### config.mk
export PLATFORM = sky130hd
export DESIGN_NAME = fsp_guard
export DESIGN_NICKNAME = d
export VERILOG_FILES = /design/src/fsp_pkg.sv /design/src/fsp_classify.sv /design/src/fsp_guard.sv
export SDC_FILE = /design/constraint.sdc
export NUM_CORES = 1
export LEC_CHECK = 0
export ABC_AREA = 1
export BUFFER_PORTS_ARGS = -buffer_cell sky130_fd_sc_hd__buf_4
export CORE_ASPECT_RATIO = 0.5
export CORE_MARGIN = 3
export CORE_UTILIZATION = 40
export CTS_CLUSTER_SIZE = 20
export DETAILED_ROUTE_END_ITERATION = 10
export PLACE_DENSITY = 0.62
export SYNTH_ARGS = -nofsm -noshare
export SYNTH_HDL_FRONTEND = slang
export SYNTH_SLANG_ARGS = --single-unit
### constraint.sdc
create_clock -name clk_in -period 4.59 [get_ports clk_in]
set_input_delay 0.6885 -clock clk_in [delete_from_list [all_inputs] [get_ports clk_in]]
set_output_delay 0.6885 -clock clk_in [all_outputs]
set_load 0.005 [all_outputs]
### src/fsp_pkg.sv
// Contract
// - flash splits into boot, general, config segments
// - config segment holds config words at top
// - security word sets protect level and write-protect
// - boot limit counts pages of 1024 words
// - smallest boot segment is one page
// - alternate table fills last boot page
// - alternate table forces two-page minimum
// - boot write-protect skips alternate table page
// - boot code may rewrite last boot page outside the primary table
// - general segment follows boot, excludes config
// - primary table takes general security without boot
// - primary table write-locked if boot or general segment write-protected
// - general protection works without a boot segment
package fsp_pkg;
  // geometry
  localparam int unsigned PAGE_WORDS = 1024;
  localparam int unsigned PAGE_SHIFT = 10;
  localparam int unsigned IVT_WORDS  = 512;
  localparam int unsigned LIM_W      = 13;
  localparam logic [12:0] MIN_PAGES     = 13'h0001;
  localparam logic [12:0] MIN_PAGES_ALT = 13'h0002;

  // register byte offsets
  localparam logic [7:0] OFS_SEC  = 8'h00;
  localparam logic [7:0] OFS_BLIM = 8'h04;
  localparam logic [7:0] OFS_STAT = 8'h08;
  localparam logic [7:0] OFS_DENY = 8'h0C;

  // security_config_word fields
  localparam int unsigned SEC_W       = 6;
  localparam int unsigned SEC_BOOT_WP = 0;
  localparam int unsigned SEC_BOOT_CP = 1;
  localparam int unsigned SEC_GEN_WP  = 2;
  localparam int unsigned SEC_GEN_CP  = 3;
  localparam int unsigned SEC_CFG_WP  = 4;
  localparam int unsigned SEC_CFG_CP  = 5;
  localparam logic [5:0]  SEC_RST     = 6'h00;

  // boot_limit_config_word fields
  localparam int unsigned BLIM_ALT_BIT = 16;
  localparam logic [12:0] BLIM_RST     = 13'h0000;

  // status fields
  localparam int unsigned STAT_DENY_BIT = 2;
  localparam int unsigned STAT_BOOT_BIT = 3;
  localparam int unsigned CNT_W         = 16;

  typedef enum logic [1:0] {OP_READ, OP_PROG, OP_ERASE} fsp_op_t;
  typedef enum logic [1:0] {SEG_BOOT, SEG_GEN, SEG_CFG} fsp_seg_t;
  typedef enum logic [1:0] {SRC_BOOT, SRC_GEN, SRC_EXT} fsp_src_t;
endpackage

### src/fsp_classify.sv
`timescale 1ns/100ps
module fsp_classify import fsp_pkg::*; #(
  parameter int unsigned ADDR_W      = 24,
  parameter int unsigned FLASH_PAGES = 32,
  parameter int unsigned CFG_WORDS   = 64
) (
  input  logic [ADDR_W-1:0] addr_in,
  input  logic [12:0]       bound_in,
  input  logic              alt_en_in,
  output fsp_seg_t          seg_out,
  output logic              ivt_out,
  output logic              last_boot_out,
  output logic              alt_page_out
);
  localparam int unsigned PG_W = ADDR_W - PAGE_SHIFT;
  localparam logic [ADDR_W-1:0] CFG_BASE =
    ADDR_W'(FLASH_PAGES * PAGE_WORDS - CFG_WORDS);

  logic [PG_W-1:0] page;
  logic [PG_W-1:0] bound;
  logic            cfg_hit;

  // config base first, then page index against the boot limit, decides the segment
  assign page    = addr_in[ADDR_W-1:PAGE_SHIFT];
  assign bound   = PG_W'(bound_in);
  assign cfg_hit = addr_in >= CFG_BASE;

  always_comb begin
    if (cfg_hit) begin
      seg_out = SEG_CFG;
    end else if (page < bound) begin
      seg_out = SEG_BOOT;
    end else begin
      seg_out = SEG_GEN;
    end
  end

  // last boot page, and the alternate table page when enabled
  assign last_boot_out = (bound != '0) && (page == bound - PG_W'(1));
  assign alt_page_out  = alt_en_in && last_boot_out;
  assign ivt_out       = addr_in < ADDR_W'(IVT_WORDS);
endmodule // fsp_classify

### src/fsp_guard.sv
`timescale 1ns/100ps
module fsp_guard import fsp_pkg::*; #(
  parameter int unsigned ADDR_W      = 24,
  parameter int unsigned FLASH_PAGES = 32,
  parameter int unsigned CFG_WORDS   = 64
) (
  input  logic              clk_in,
  input  logic              nrst_in,
  // apb slave
  input  logic              psel,
  input  logic              penable,
  input  logic              pwrite,
  input  logic [7:0]        paddr,
  input  logic [31:0]       pwdata,
  output logic [31:0]       prdata,
  output logic              pready,
  output logic              pslverr,
  // flash access request
  input  logic              req_valid_in,
  input  fsp_op_t           req_op_in,
  input  fsp_src_t          req_src_in,
  input  logic [ADDR_W-1:0] req_addr_in,
  // decision
  output logic              resp_valid_out,
  output logic              resp_grant_out,
  output fsp_seg_t          resp_seg_out
);
  localparam logic [ADDR_W-1:0] CFG_BASE =
    ADDR_W'(FLASH_PAGES * PAGE_WORDS - CFG_WORDS);

  // configuration and status state
  logic [SEC_W-1:0] sec_r, sec_nxt;
  logic [12:0]      lim_r, lim_nxt;
  logic             alt_r, alt_nxt;
  logic [CNT_W-1:0] cnt_r, cnt_nxt;
  logic             last_deny_r, last_deny_nxt;
  fsp_seg_t         last_seg_r, last_seg_nxt;

  // apb answer state
  logic             rdy_r, rdy_nxt;
  logic             err_r, err_nxt;
  logic [31:0]      rd_r, rd_nxt;

  // decision state
  logic             rv_r, rv_nxt;
  logic             rg_r, rg_nxt;
  fsp_seg_t         rs_r, rs_nxt;

  // combinational helpers
  logic [12:0] eff_pages;
  logic        boot_on;
  fsp_seg_t    seg;
  logic        is_ivt;
  logic        is_last;
  logic        is_alt;
  logic        is_wr;
  logic        wr_deny;
  logic        rd_deny;
  logic        deny;
  logic        apb_acc;
  logic        apb_fin;
  logic        mapped;
  logic        clr_cnt;

  logic boot_wp, boot_cp, gen_wp, gen_cp, cfg_wp, cfg_cp;
  assign boot_wp = sec_r[SEC_BOOT_WP];
  assign boot_cp = sec_r[SEC_BOOT_CP];
  assign gen_wp  = sec_r[SEC_GEN_WP];
  assign gen_cp  = sec_r[SEC_GEN_CP];
  assign cfg_wp  = sec_r[SEC_CFG_WP];
  assign cfg_cp  = sec_r[SEC_CFG_CP];

  // boot size: zero disables it, else clamp to the minimum
  // so a too-small limit cannot strip the primary table
  always_comb begin
    if (lim_r == '0) begin
      eff_pages = '0;
    end else if (alt_r && lim_r < MIN_PAGES_ALT) begin
      eff_pages = MIN_PAGES_ALT;
    end else if (lim_r < MIN_PAGES) begin
      eff_pages = MIN_PAGES;
    end else begin
      eff_pages = lim_r;
    end
  end
  assign boot_on = eff_pages != '0;

  fsp_classify #(
    .ADDR_W      (ADDR_W),
    .FLASH_PAGES (FLASH_PAGES),
    .CFG_WORDS   (CFG_WORDS)
  ) u_cls (
    .addr_in       (req_addr_in),
    .bound_in      (eff_pages),
    .alt_en_in     (alt_r),
    .seg_out       (seg),
    .ivt_out       (is_ivt),
    .last_boot_out (is_last),
    .alt_page_out  (is_alt)
  );

  assign is_wr = req_op_in != OP_READ;

  // program/erase check; the primary table is checked first
  always_comb begin
    wr_deny = 1'b0;
    if (is_ivt) begin
      wr_deny = boot_wp | gen_wp;
    end else begin
      unique case (seg)
        SEG_BOOT: begin
          if (is_last && req_src_in == SRC_BOOT) begin
            wr_deny = 1'b0;
          end else if (is_alt) begin
            wr_deny = 1'b0;
          end else begin
            wr_deny = boot_wp;
          end
        end
        SEG_GEN: wr_deny = gen_wp;
        SEG_CFG: wr_deny = cfg_wp;
        default: wr_deny = 1'b1;
      endcase
    end
  end

  // read check: boot code may read everything below it;
  // the primary table follows boot security only if boot on
  always_comb begin
    rd_deny = 1'b0;
    if (is_ivt && !boot_on) begin
      rd_deny = gen_cp && req_src_in == SRC_EXT;
    end else if (is_ivt) begin
      rd_deny = boot_cp && req_src_in != SRC_BOOT;
    end else begin
      unique case (seg)
        SEG_BOOT: rd_deny = boot_cp && req_src_in != SRC_BOOT;
        SEG_GEN:  rd_deny = gen_cp && req_src_in == SRC_EXT;
        SEG_CFG:  rd_deny = cfg_cp && req_src_in == SRC_EXT;
        default:  rd_deny = 1'b1;
      endcase
    end
  end

  assign deny = is_wr ? wr_deny : rd_deny;

  // decision registers: one answer per request, next cycle
  always_comb begin
    rv_nxt = req_valid_in;
    rg_nxt = req_valid_in && !deny;
    rs_nxt = req_valid_in ? seg : rs_r;
    if (req_valid_in && is_ivt) begin
      rs_nxt = boot_on ? SEG_BOOT : SEG_GEN;
    end
  end

  always_ff @(posedge clk_in or negedge nrst_in) begin
    if (!nrst_in) begin
      rv_r <= 1'b0;
      rg_r <= 1'b0;
      rs_r <= SEG_GEN;
    end else begin
      rv_r <= rv_nxt;
      rg_r <= rg_nxt;
      rs_r <= rs_nxt;
    end
  end

  // apb: ready one cycle into the access phase, so the
  // access always takes two cycles; writes land with it
  assign apb_acc = psel && penable && !rdy_r;
  assign apb_fin = psel && penable && rdy_r;
  assign mapped  = paddr == OFS_SEC || paddr == OFS_BLIM ||
                   paddr == OFS_STAT || paddr == OFS_DENY;
  assign clr_cnt = apb_fin && pwrite && paddr == OFS_DENY;

  always_comb begin
    rdy_nxt = apb_acc;
    err_nxt = apb_acc && !mapped;
    rd_nxt  = rd_r;
    if (apb_acc) begin
      rd_nxt = 32'h0000_0000;
      if (!pwrite) begin
        unique case (paddr)
          OFS_SEC:  rd_nxt[SEC_W-1:0] = sec_r;
          OFS_BLIM: begin
            rd_nxt[LIM_W-1:0]       = lim_r;
            rd_nxt[BLIM_ALT_BIT]    = alt_r;
          end
          OFS_STAT: begin
            rd_nxt[1:0]             = last_seg_r;
            rd_nxt[STAT_DENY_BIT]   = last_deny_r;
            rd_nxt[STAT_BOOT_BIT]   = boot_on;
          end
          OFS_DENY: rd_nxt[CNT_W-1:0] = cnt_r;
          default:  rd_nxt = 32'h0000_0000;
        endcase
      end
    end
  end

  always_ff @(posedge clk_in or negedge nrst_in) begin
    if (!nrst_in) begin
      rdy_r <= 1'b0;
      err_r <= 1'b0;
      rd_r  <= 32'h0000_0000;
    end else begin
      rdy_r <= rdy_nxt;
      err_r <= err_nxt;
      rd_r  <= rd_nxt;
    end
  end

  // config words and status; a denial in the clearing
  // cycle is still counted so no event is lost
  always_comb begin
    sec_nxt       = sec_r;
    lim_nxt       = lim_r;
    alt_nxt       = alt_r;
    cnt_nxt       = cnt_r;
    last_deny_nxt = last_deny_r;
    last_seg_nxt  = last_seg_r;
    if (apb_fin && pwrite) begin
      if (paddr == OFS_SEC) begin
        sec_nxt = pwdata[SEC_W-1:0];
      end
      if (paddr == OFS_BLIM) begin
        lim_nxt = pwdata[LIM_W-1:0];
        alt_nxt = pwdata[BLIM_ALT_BIT];
      end
    end
    if (clr_cnt) begin
      cnt_nxt = '0;
    end
    if (req_valid_in) begin
      last_deny_nxt = deny;
      last_seg_nxt  = seg;
      if (deny && cnt_r != '1) begin
        cnt_nxt = clr_cnt ? CNT_W'(1) : cnt_r + CNT_W'(1);
      end else if (deny) begin
        cnt_nxt = clr_cnt ? CNT_W'(1) : cnt_r;
      end
    end
  end

  always_ff @(posedge clk_in or negedge nrst_in) begin
    if (!nrst_in) begin
      sec_r       <= SEC_RST;
      lim_r       <= BLIM_RST;
      alt_r       <= 1'b0;
      cnt_r       <= '0;
      last_deny_r <= 1'b0;
      last_seg_r  <= SEG_GEN;
    end else begin
      sec_r       <= sec_nxt;
      lim_r       <= lim_nxt;
      alt_r       <= alt_nxt;
      cnt_r       <= cnt_nxt;
      last_deny_r <= last_deny_nxt;
      last_seg_r  <= last_seg_nxt;
    end
  end

  assign prdata         = rd_r;
  assign pready         = rdy_r;
  assign pslverr        = err_r;
  assign resp_valid_out = rv_r;
  assign resp_grant_out = rg_r;
  assign resp_seg_out   = rs_r;

  logic wr_req;
  assign wr_req = req_valid_in && is_wr;
endmodule // fsp_guard

==> flow_metrics.tcl, run 1 <==
set metrics [dict create \
    status "complete, no violations" \
    p_comb_frac 0.129 \
    syn-instance-count 570 \
    ys_seq_area_frac 0.371 \
    io_buffers 72 \
    layout_setup_ws_ns 0.954 \
    startpoint_type "register" \
    p_leak_nw 2.54 \
    internal_power_mw 1.14 \
    vias 3968 \
    stdcell_area_mm2 0.00511 \
    grt_pass1_vias 3684 \
    dr.pass1.iters 5 \
    drive_gt1_frac 0.174 \
    mappedNetlistArea_mm2 0.00419 \
    async_reset_ff_frac 1.00 \
    via_per_inst 5.07 \
    grt_pass1_wl_mm 18.3 \
    final_nets 733 \
    cts_resized 0 \
    p_clk_frac 0.475 \
    dp_slack_ns 0.955 \
    grt.overflow.total 0 \
    period_needed_ns 3.64 \
    dp_cells 767 \
    fillers 997 \
    cp.required_ns 4.80 \
    end_kind "register" \
    cts.sinks 62 \
    grt_setup_unrepaired "false" \
    ys_warn_count 0 \
    hp-class "in -> async" \
    crit_family "simple AND/OR/NAND/NOR gates" \
    antenna_found_initial 0 \
    synth_edf_count 0 \
    setup_viol_count_final 0 \
    final_cells 783 \
    diodes 0 \
    drt_iter0_markers 215 \
    skew_ns 0.00660 \
    wl_per_cell_um 14.5 \
    tightest_slew_ns 0.854 \
    syn_area_per_cell_um2 7.35 \
    min_period_over_period 0.792 \
    h-tree-depth 3 \
    die_area_mm2 0.0118 \
    cts_buffers 9 \
    layout_common_cells "nand2_1, inv_1, buf_4" \
    power.switching_mw 0.378 \
    tns_ns 0 \
    max_slew_margin 0.426 \
    postRouteAntennaNets 0 \
    cts_setup_buffers 0 \
    slew_violations 0 \
    cp_max_fo 11 \
    cp.arrival_ns 3.85 \
    io_pins 112 \
    critical_path_class "reg -> reg" \
    crit_buf_inv 1 \
    initial_utilization 0.426 \
    finalHoldViolCount 0 \
    hold_buffers 0 \
    die_h_um 78.4 \
    die_w_um 151 \
    maxCapViolCount 0 \
    seq_area_mm2 0.00155 \
    area_growth_syn_to_layout_pct 22.0 \
    yosys_most_used_dff "dfrtp_1" \
    core-area_mm2 0.00982 \
    critPathMaxStageDelay_ns 0.52 \
    dpl-instance-area_mm2 0.00479 \
    ir_drop_v 0.000206 \
    mostFrequentLayoutCell "nand2_1" \
    ys_seq_elements 62 \
    drc 0 \
    drt-total-wl_mm 11.4 \
    clk_pin_slew_worst_paths_ns 0.05 \
    p_seq_frac 0.396 \
    path_cells "nor2_1, nand2_1, nor2_1, nand3_1, nor2_1, o21ai_0, ha_1, inv_1, o21bai_1, nand4_1, nand3_1, nand3_1, nand2_1, nand3_1, nand2_1, a21oi_1, nand2_1, nand4_1, nor2_1, a21oi_1" \
    grt_use_total 0.200 \
    max_freq_mhz 275 \
    cp_slowest_cell "nand4_1" \
    swShare 0.248 \
    clock_path_buffers 2 \
    clockRootBuffer "clkbuf_16" \
    multi_input_area_mm2 0.00223 \
    place.gp.congestion 0.879 \
    grt_max_degree 63 \
    rows 25 \
    tritoncts "yes" \
    p_per_area_mw_per_mm2 298 \
    hpwlAfterDp_mm 8.85 \
    synth_cell_type_count 41 \
    insertion_delay_ns 0.33 \
]
## final cells by class
type,count,area share
clock inverter,4,0.0137
sequential,62,0.304
timing repair buffer,72,0.106
tap,135,0.0331
clock buffer,12,0.0482
multi-input combinational,418,0.436
inverter,80,0.0588
## logic make-up after synthesis
| group | synth area share |
|---|---|
| xor+xnor | 0.0439 |
| other cells | 0.000895 |
| buf+inv | 0.109 |
| compound gates | 0.114 |
| simple gates | 0.313 |
| fa+ha+maj | 0.0478 |
| flops | 0.371 |
## sequential cells by signal (all words and copies together), names as in the netlist
name	cells
last_seg_r	2
pslverr	1
cnt_r	16
resp_grant_out	1
resp_valid_out	1
resp_seg_out	2
lim_r	13
last_deny_r	1
sec_r	6
pready	1
prdata	17
alt_r	1
## synth_stat cells (3+ instances only)
cell / instances / area (um2)
nand2_1: 118 / 443
inv_1: 78 / 293
nor2_1: 65 / 244
dfrtp_1: 60 / 1500
nand3_1: 53 / 265
o21ai_0: 32 / 160
a21oi_1: 21 / 105
buf_4: 16 / 120
ha_1: 16 / 200
xor2_1: 15 / 131
nand4_1: 11 / 68.8
clkbuf_1: 7 / 26.3
nor2_2: 7 / 43.8
nor3_1: 7 / 35.0
o221ai_1: 7 / 61.3
xnor2_1: 6 / 52.6
a221oi_1: 5 / 43.8
nand2_2: 5 / 31.3
o22ai_1: 5 / 31.3
nor2_4: 4 / 45.0
nor4_1: 3 / 18.8
## worst register-to-register path, cell delays in order, from the launching register on
cell and delay, ns:
dfrtp_1 0.41, nor2_1 0.24, nand2_1 0.08, nor2_1 0.16
nand3_1 0.09, nor2_1 0.12, o21ai_0 0.17, ha_1 0.33
inv_1 0.03, o21bai_1 0.12, nand4_1 0.10, nand3_1 0.11
nand3_1 0.10, nand2_1 0.11, nand3_1 0.11, nand2_1 0.08
a21oi_1 0.06, nand2_1 0.30, nand4_1 0.52, nor2_1 0.23
a21oi_1 0.06
## stage by stage
step / utilization / hold slack [ns] / power, mW
6_report: 0.520 / 0.444 / 1.52
2_1_floorplan: - / 0.393 / 0.729
3_3_place_gp: 0.488 / 0.451 / 0.804
5_1_grt: 0.520 / 0.478 / 1.60
4_1_cts: 0.520 / 0.465 / 1.53
3_5_place_dp: 0.488 / 0.457 / 0.806
## final timing paths
path | startpoint | endpoint | slack, ns | cells past startpoint
max in group asynchronous | nrst_in | lim_r[2]$_DFFE_PN0P_ | 3.62 | 1
worst max-delay path | lim_r[7]$_DFFE_PN0P_ | cnt_r[0]$_DFFE_PN0P_ | 0.95 | 20
worst min-delay path | nrst_in | cnt_r[9]$_DFFE_PN0P_ | 0.44 | 1
min in group clk_in | pready$_DFF_PN0_ | pready$_DFF_PN0_ | 0.46 | 1
worst max register to register | lim_r[7]$_DFFE_PN0P_ | cnt_r[0]$_DFFE_PN0P_ | 0.95 | 20
worst min register to register | pready$_DFF_PN0_ | pready$_DFF_PN0_ | 0.46 | 1
## routing by layer
layer  global-route usage  vias to the layer above  part of all wire
met2                0.315                       84              0.45
met3               0.0502                        7             0.048
li1                     -                     1990                 -
met4               0.0353                        0            0.0068
met1                0.281                     1887              0.50
met5                    0                        -                 0
## power by group through the flow
stage / logic [mW] / registers, mW / clock network (mW)
global placement: 0.192 / 0.612 / 0
global route: 0.224 / 0.608 / 0.766
CTS: 0.196 / 0.603 / 0.735
floorplan: 0.122 / 0.607 / 0
finish: 0.196 / 0.604 / 0.724
detailed placement: 0.194 / 0.612 / 0
Power figures use the tool's default switching activity.
==> run 2: changes to the inputs <==
- clock period: 4.59 -> 3.47 ns (I/O delays scaled with it)
==> run 2 against run 1 <==
Register-to-register slack got worse by 0.63 ns. Highest routed layer unchanged. Critical path type unchanged. Global-route usage decreased by 0.29 points. Flip-flop and latch count unchanged. Combinational power increased by 31%. Critical endpoint is now cnt_r[10]$_DFFE_PN0P_. Critical path depth increased by 3. Total power increased by 29%.
==> flow_metrics.tcl, run 2 (same netlist as run 1, synthesis figures left out) <==
set metrics [dict create \
    die_area_mm2 0.0118 \
    hpwlAfterDp_mm 8.85 \
    dr.pass1.iters 5 \
    min_period_over_period 0.907 \
    mostFrequentLayoutCell "nand2_1" \
    grt_pass1_vias 3624 \
    h-tree-depth 3 \
    path_cells "nor2_2, nand2_1, nor2_1, nand3_1, nor2_2, o21ai_1, ha_1, inv_1, o21bai_1, nand4_1, nand3_1, nand3_1, nand2_1, nand2_1, o21ai_0, inv_1, nand2_1, nand2_2, nand2_4, nand2_2, nor2_4, o21ai_0, nand2_1" \
    critPathMaxStageDelay_ns 0.45 \
    cts.sinks 62 \
    tightest_slew_ns 0.786 \
    postRouteAntennaNets 0 \
    io_pins 112 \
    cp_max_fo 8 \
    grt_setup_unrepaired "false" \
    grt.overflow.total 0 \
    fillers 961 \
    clockRootBuffer "clkbuf_16" \
    core-area_mm2 0.00982 \
    layout_common_cells "nand2_1, buf_4, inv_1" \
    drt_iter0_markers 279 \
    period_needed_ns 3.15 \
    p_per_area_mw_per_mm2 378 \
    reg2reg_slack_ns 0.32 \
    area_growth_syn_to_layout_pct 23.6 \
    end_kind "register" \
    grt_use_total 0.197 \
    cts_setup_buffers 0 \
    clock_path_buffers 2 \
    via_per_inst 5.03 \
    drc 0 \
    reg2regPathDepth 23 \
    status "complete, no violations" \
    die_h_um 78.4 \
    io_buffers 72 \
    max_freq_mhz 318 \
    die_w_um 151 \
    clk_pin_slew_worst_paths_ns 0.05 \
    worst_path_most_repeated_cell "nand2_1" \
    slew_violations 0 \
    antenna_found_initial 0 \
    vias 3984 \
    grt_max_degree 63 \
    skew_ns 0.00358 \
    multi_input_area_mm2 0.00224 \
    setup_viol_count_final 0 \
    rr_endpoint "cnt_r[10]$_DFFE_PN0P_" \
    critical_path_class "reg -> reg" \
    wl_per_cell_um 14.3 \
    p_leak_nw 2.58 \
    cp.required_ns 3.74 \
    maxCapViolCount 0 \
    drive_gt1_frac 0.198 \
    whs_ns 0.267 \
    max_slew_margin 0.476 \
    grt_pass1_wl_mm 18.2 \
    crit_buf_inv 2 \
    largest_register_ffs 17 \
    startpoint_type "register" \
    r2r_start "lim_r[6]$_DFFE_PN0P_" \
    seq_area_mm2 0.00156 \
    rows 25 \
    tns_ns 0 \
    ir_drop_v 0.000246 \
    diodes 0 \
    final_nets 742 \
    cp.arrival_ns 3.42 \
    hp-class "in -> async" \
    place.gp.congestion 0.888 \
    crit_family "simple AND/OR/NAND/NOR gates" \
    drt-total-wl_mm 11.4 \
    cp_slowest_cell "dfrtp_2" \
    initial_utilization 0.426 \
    insertion_delay_ns 0.33 \
    finalHoldViolCount 0 \
    tritoncts "yes" \
    cts_buffers 9 \
]
## run 2: final cells by class
cell class / count / area share
multi-input combinational: 418 / 0.433
sequential: 62 / 0.300
timing repair buffer: 81 / 0.117
inverter: 80 / 0.0580
clock buffer: 12 / 0.0495
tap: 135 / 0.0326
clock inverter: 4 / 0.00870
## run 2: through the flow
step | setup WS [ns] | instances | total power [mW] | instance area [um2] | utilization
2_1_floorplan | 0.712 | 584 | 0.964 | 4240 | -
3_3_place_gp | 0.248 | 776 | 1.06 | 4860 | 0.495
3_5_place_dp | 0.216 | 776 | 1.07 | 4860 | 0.495
4_1_cts | 0.198 | 792 | 1.98 | 5160 | 0.526
5_1_grt | 0.00235 | 792 | 2.05 | 5180 | 0.527
6_report | 0.324 | 792 | 1.96 | 5180 | 0.527
## run 2: routing by layer
metal / wire (um) / vias to the layer above / global-route usage
li1: - / 2009 / -
met1: 5450 / 1852 / 0.282
met2: 5090 / 116 / 0.306
met3: 715 / 7 / 0.0444
met4: 91 / 0 / 0.0389
met5: 0 / - / 0
## run 2: worst register-to-register path, delay by kind of cell (launching register included)
kind / cells / cell delay (ns)
compound gates: 4 / 0.51
buf+inv: 2 / 0.08
fa+ha+maj: 1 / 0.30
flops: 1 / 0.45
simple gates: 16 / 1.72
## run 2: worst max-delay path by stage
stage	startpoint	to	slack [ns]	cells past startpoint
detailed placement	lim_r[6]$_DFFE_PN0P_	cnt_r[13]$_DFFE_PN0P_	0.22	21
CTS	lim_r[6]$_DFFE_PN0P_	cnt_r[11]$_DFFE_PN0P_	0.20	20
floorplan	lim_r[7]$_DFFE_PN0P_	cnt_r[11]$_DFFE_PN0P_	0.71	23
finish	lim_r[6]$_DFFE_PN0P_	cnt_r[10]$_DFFE_PN0P_	0.32	23
global route	lim_r[6]$_DFFE_PN0P_	cnt_r[14]$_DFFE_PN0P_	0.002	23
global placement	lim_r[6]$_DFFE_PN0P_	cnt_r[10]$_DFFE_PN0P_	0.25	21
## run 2: report_power, final
group          switching [mW]  total, mW  leakage, nW  internal [mW]
Combinational           0.148      0.257         1.63          0.109
Sequential             0.0380      0.799        0.798          0.761
Clock                   0.312      0.903        0.152          0.591
Total                   0.498       1.96         2.58           1.46
## run 2: timing repair
| action | 4_1_cts | 5_1_grt |
|---|---|---|
| endpoints found under the setup margin | 0 | 16 |
| gates resized for setup | 0 | 9 |
| hold buffers | 0 | 0 |
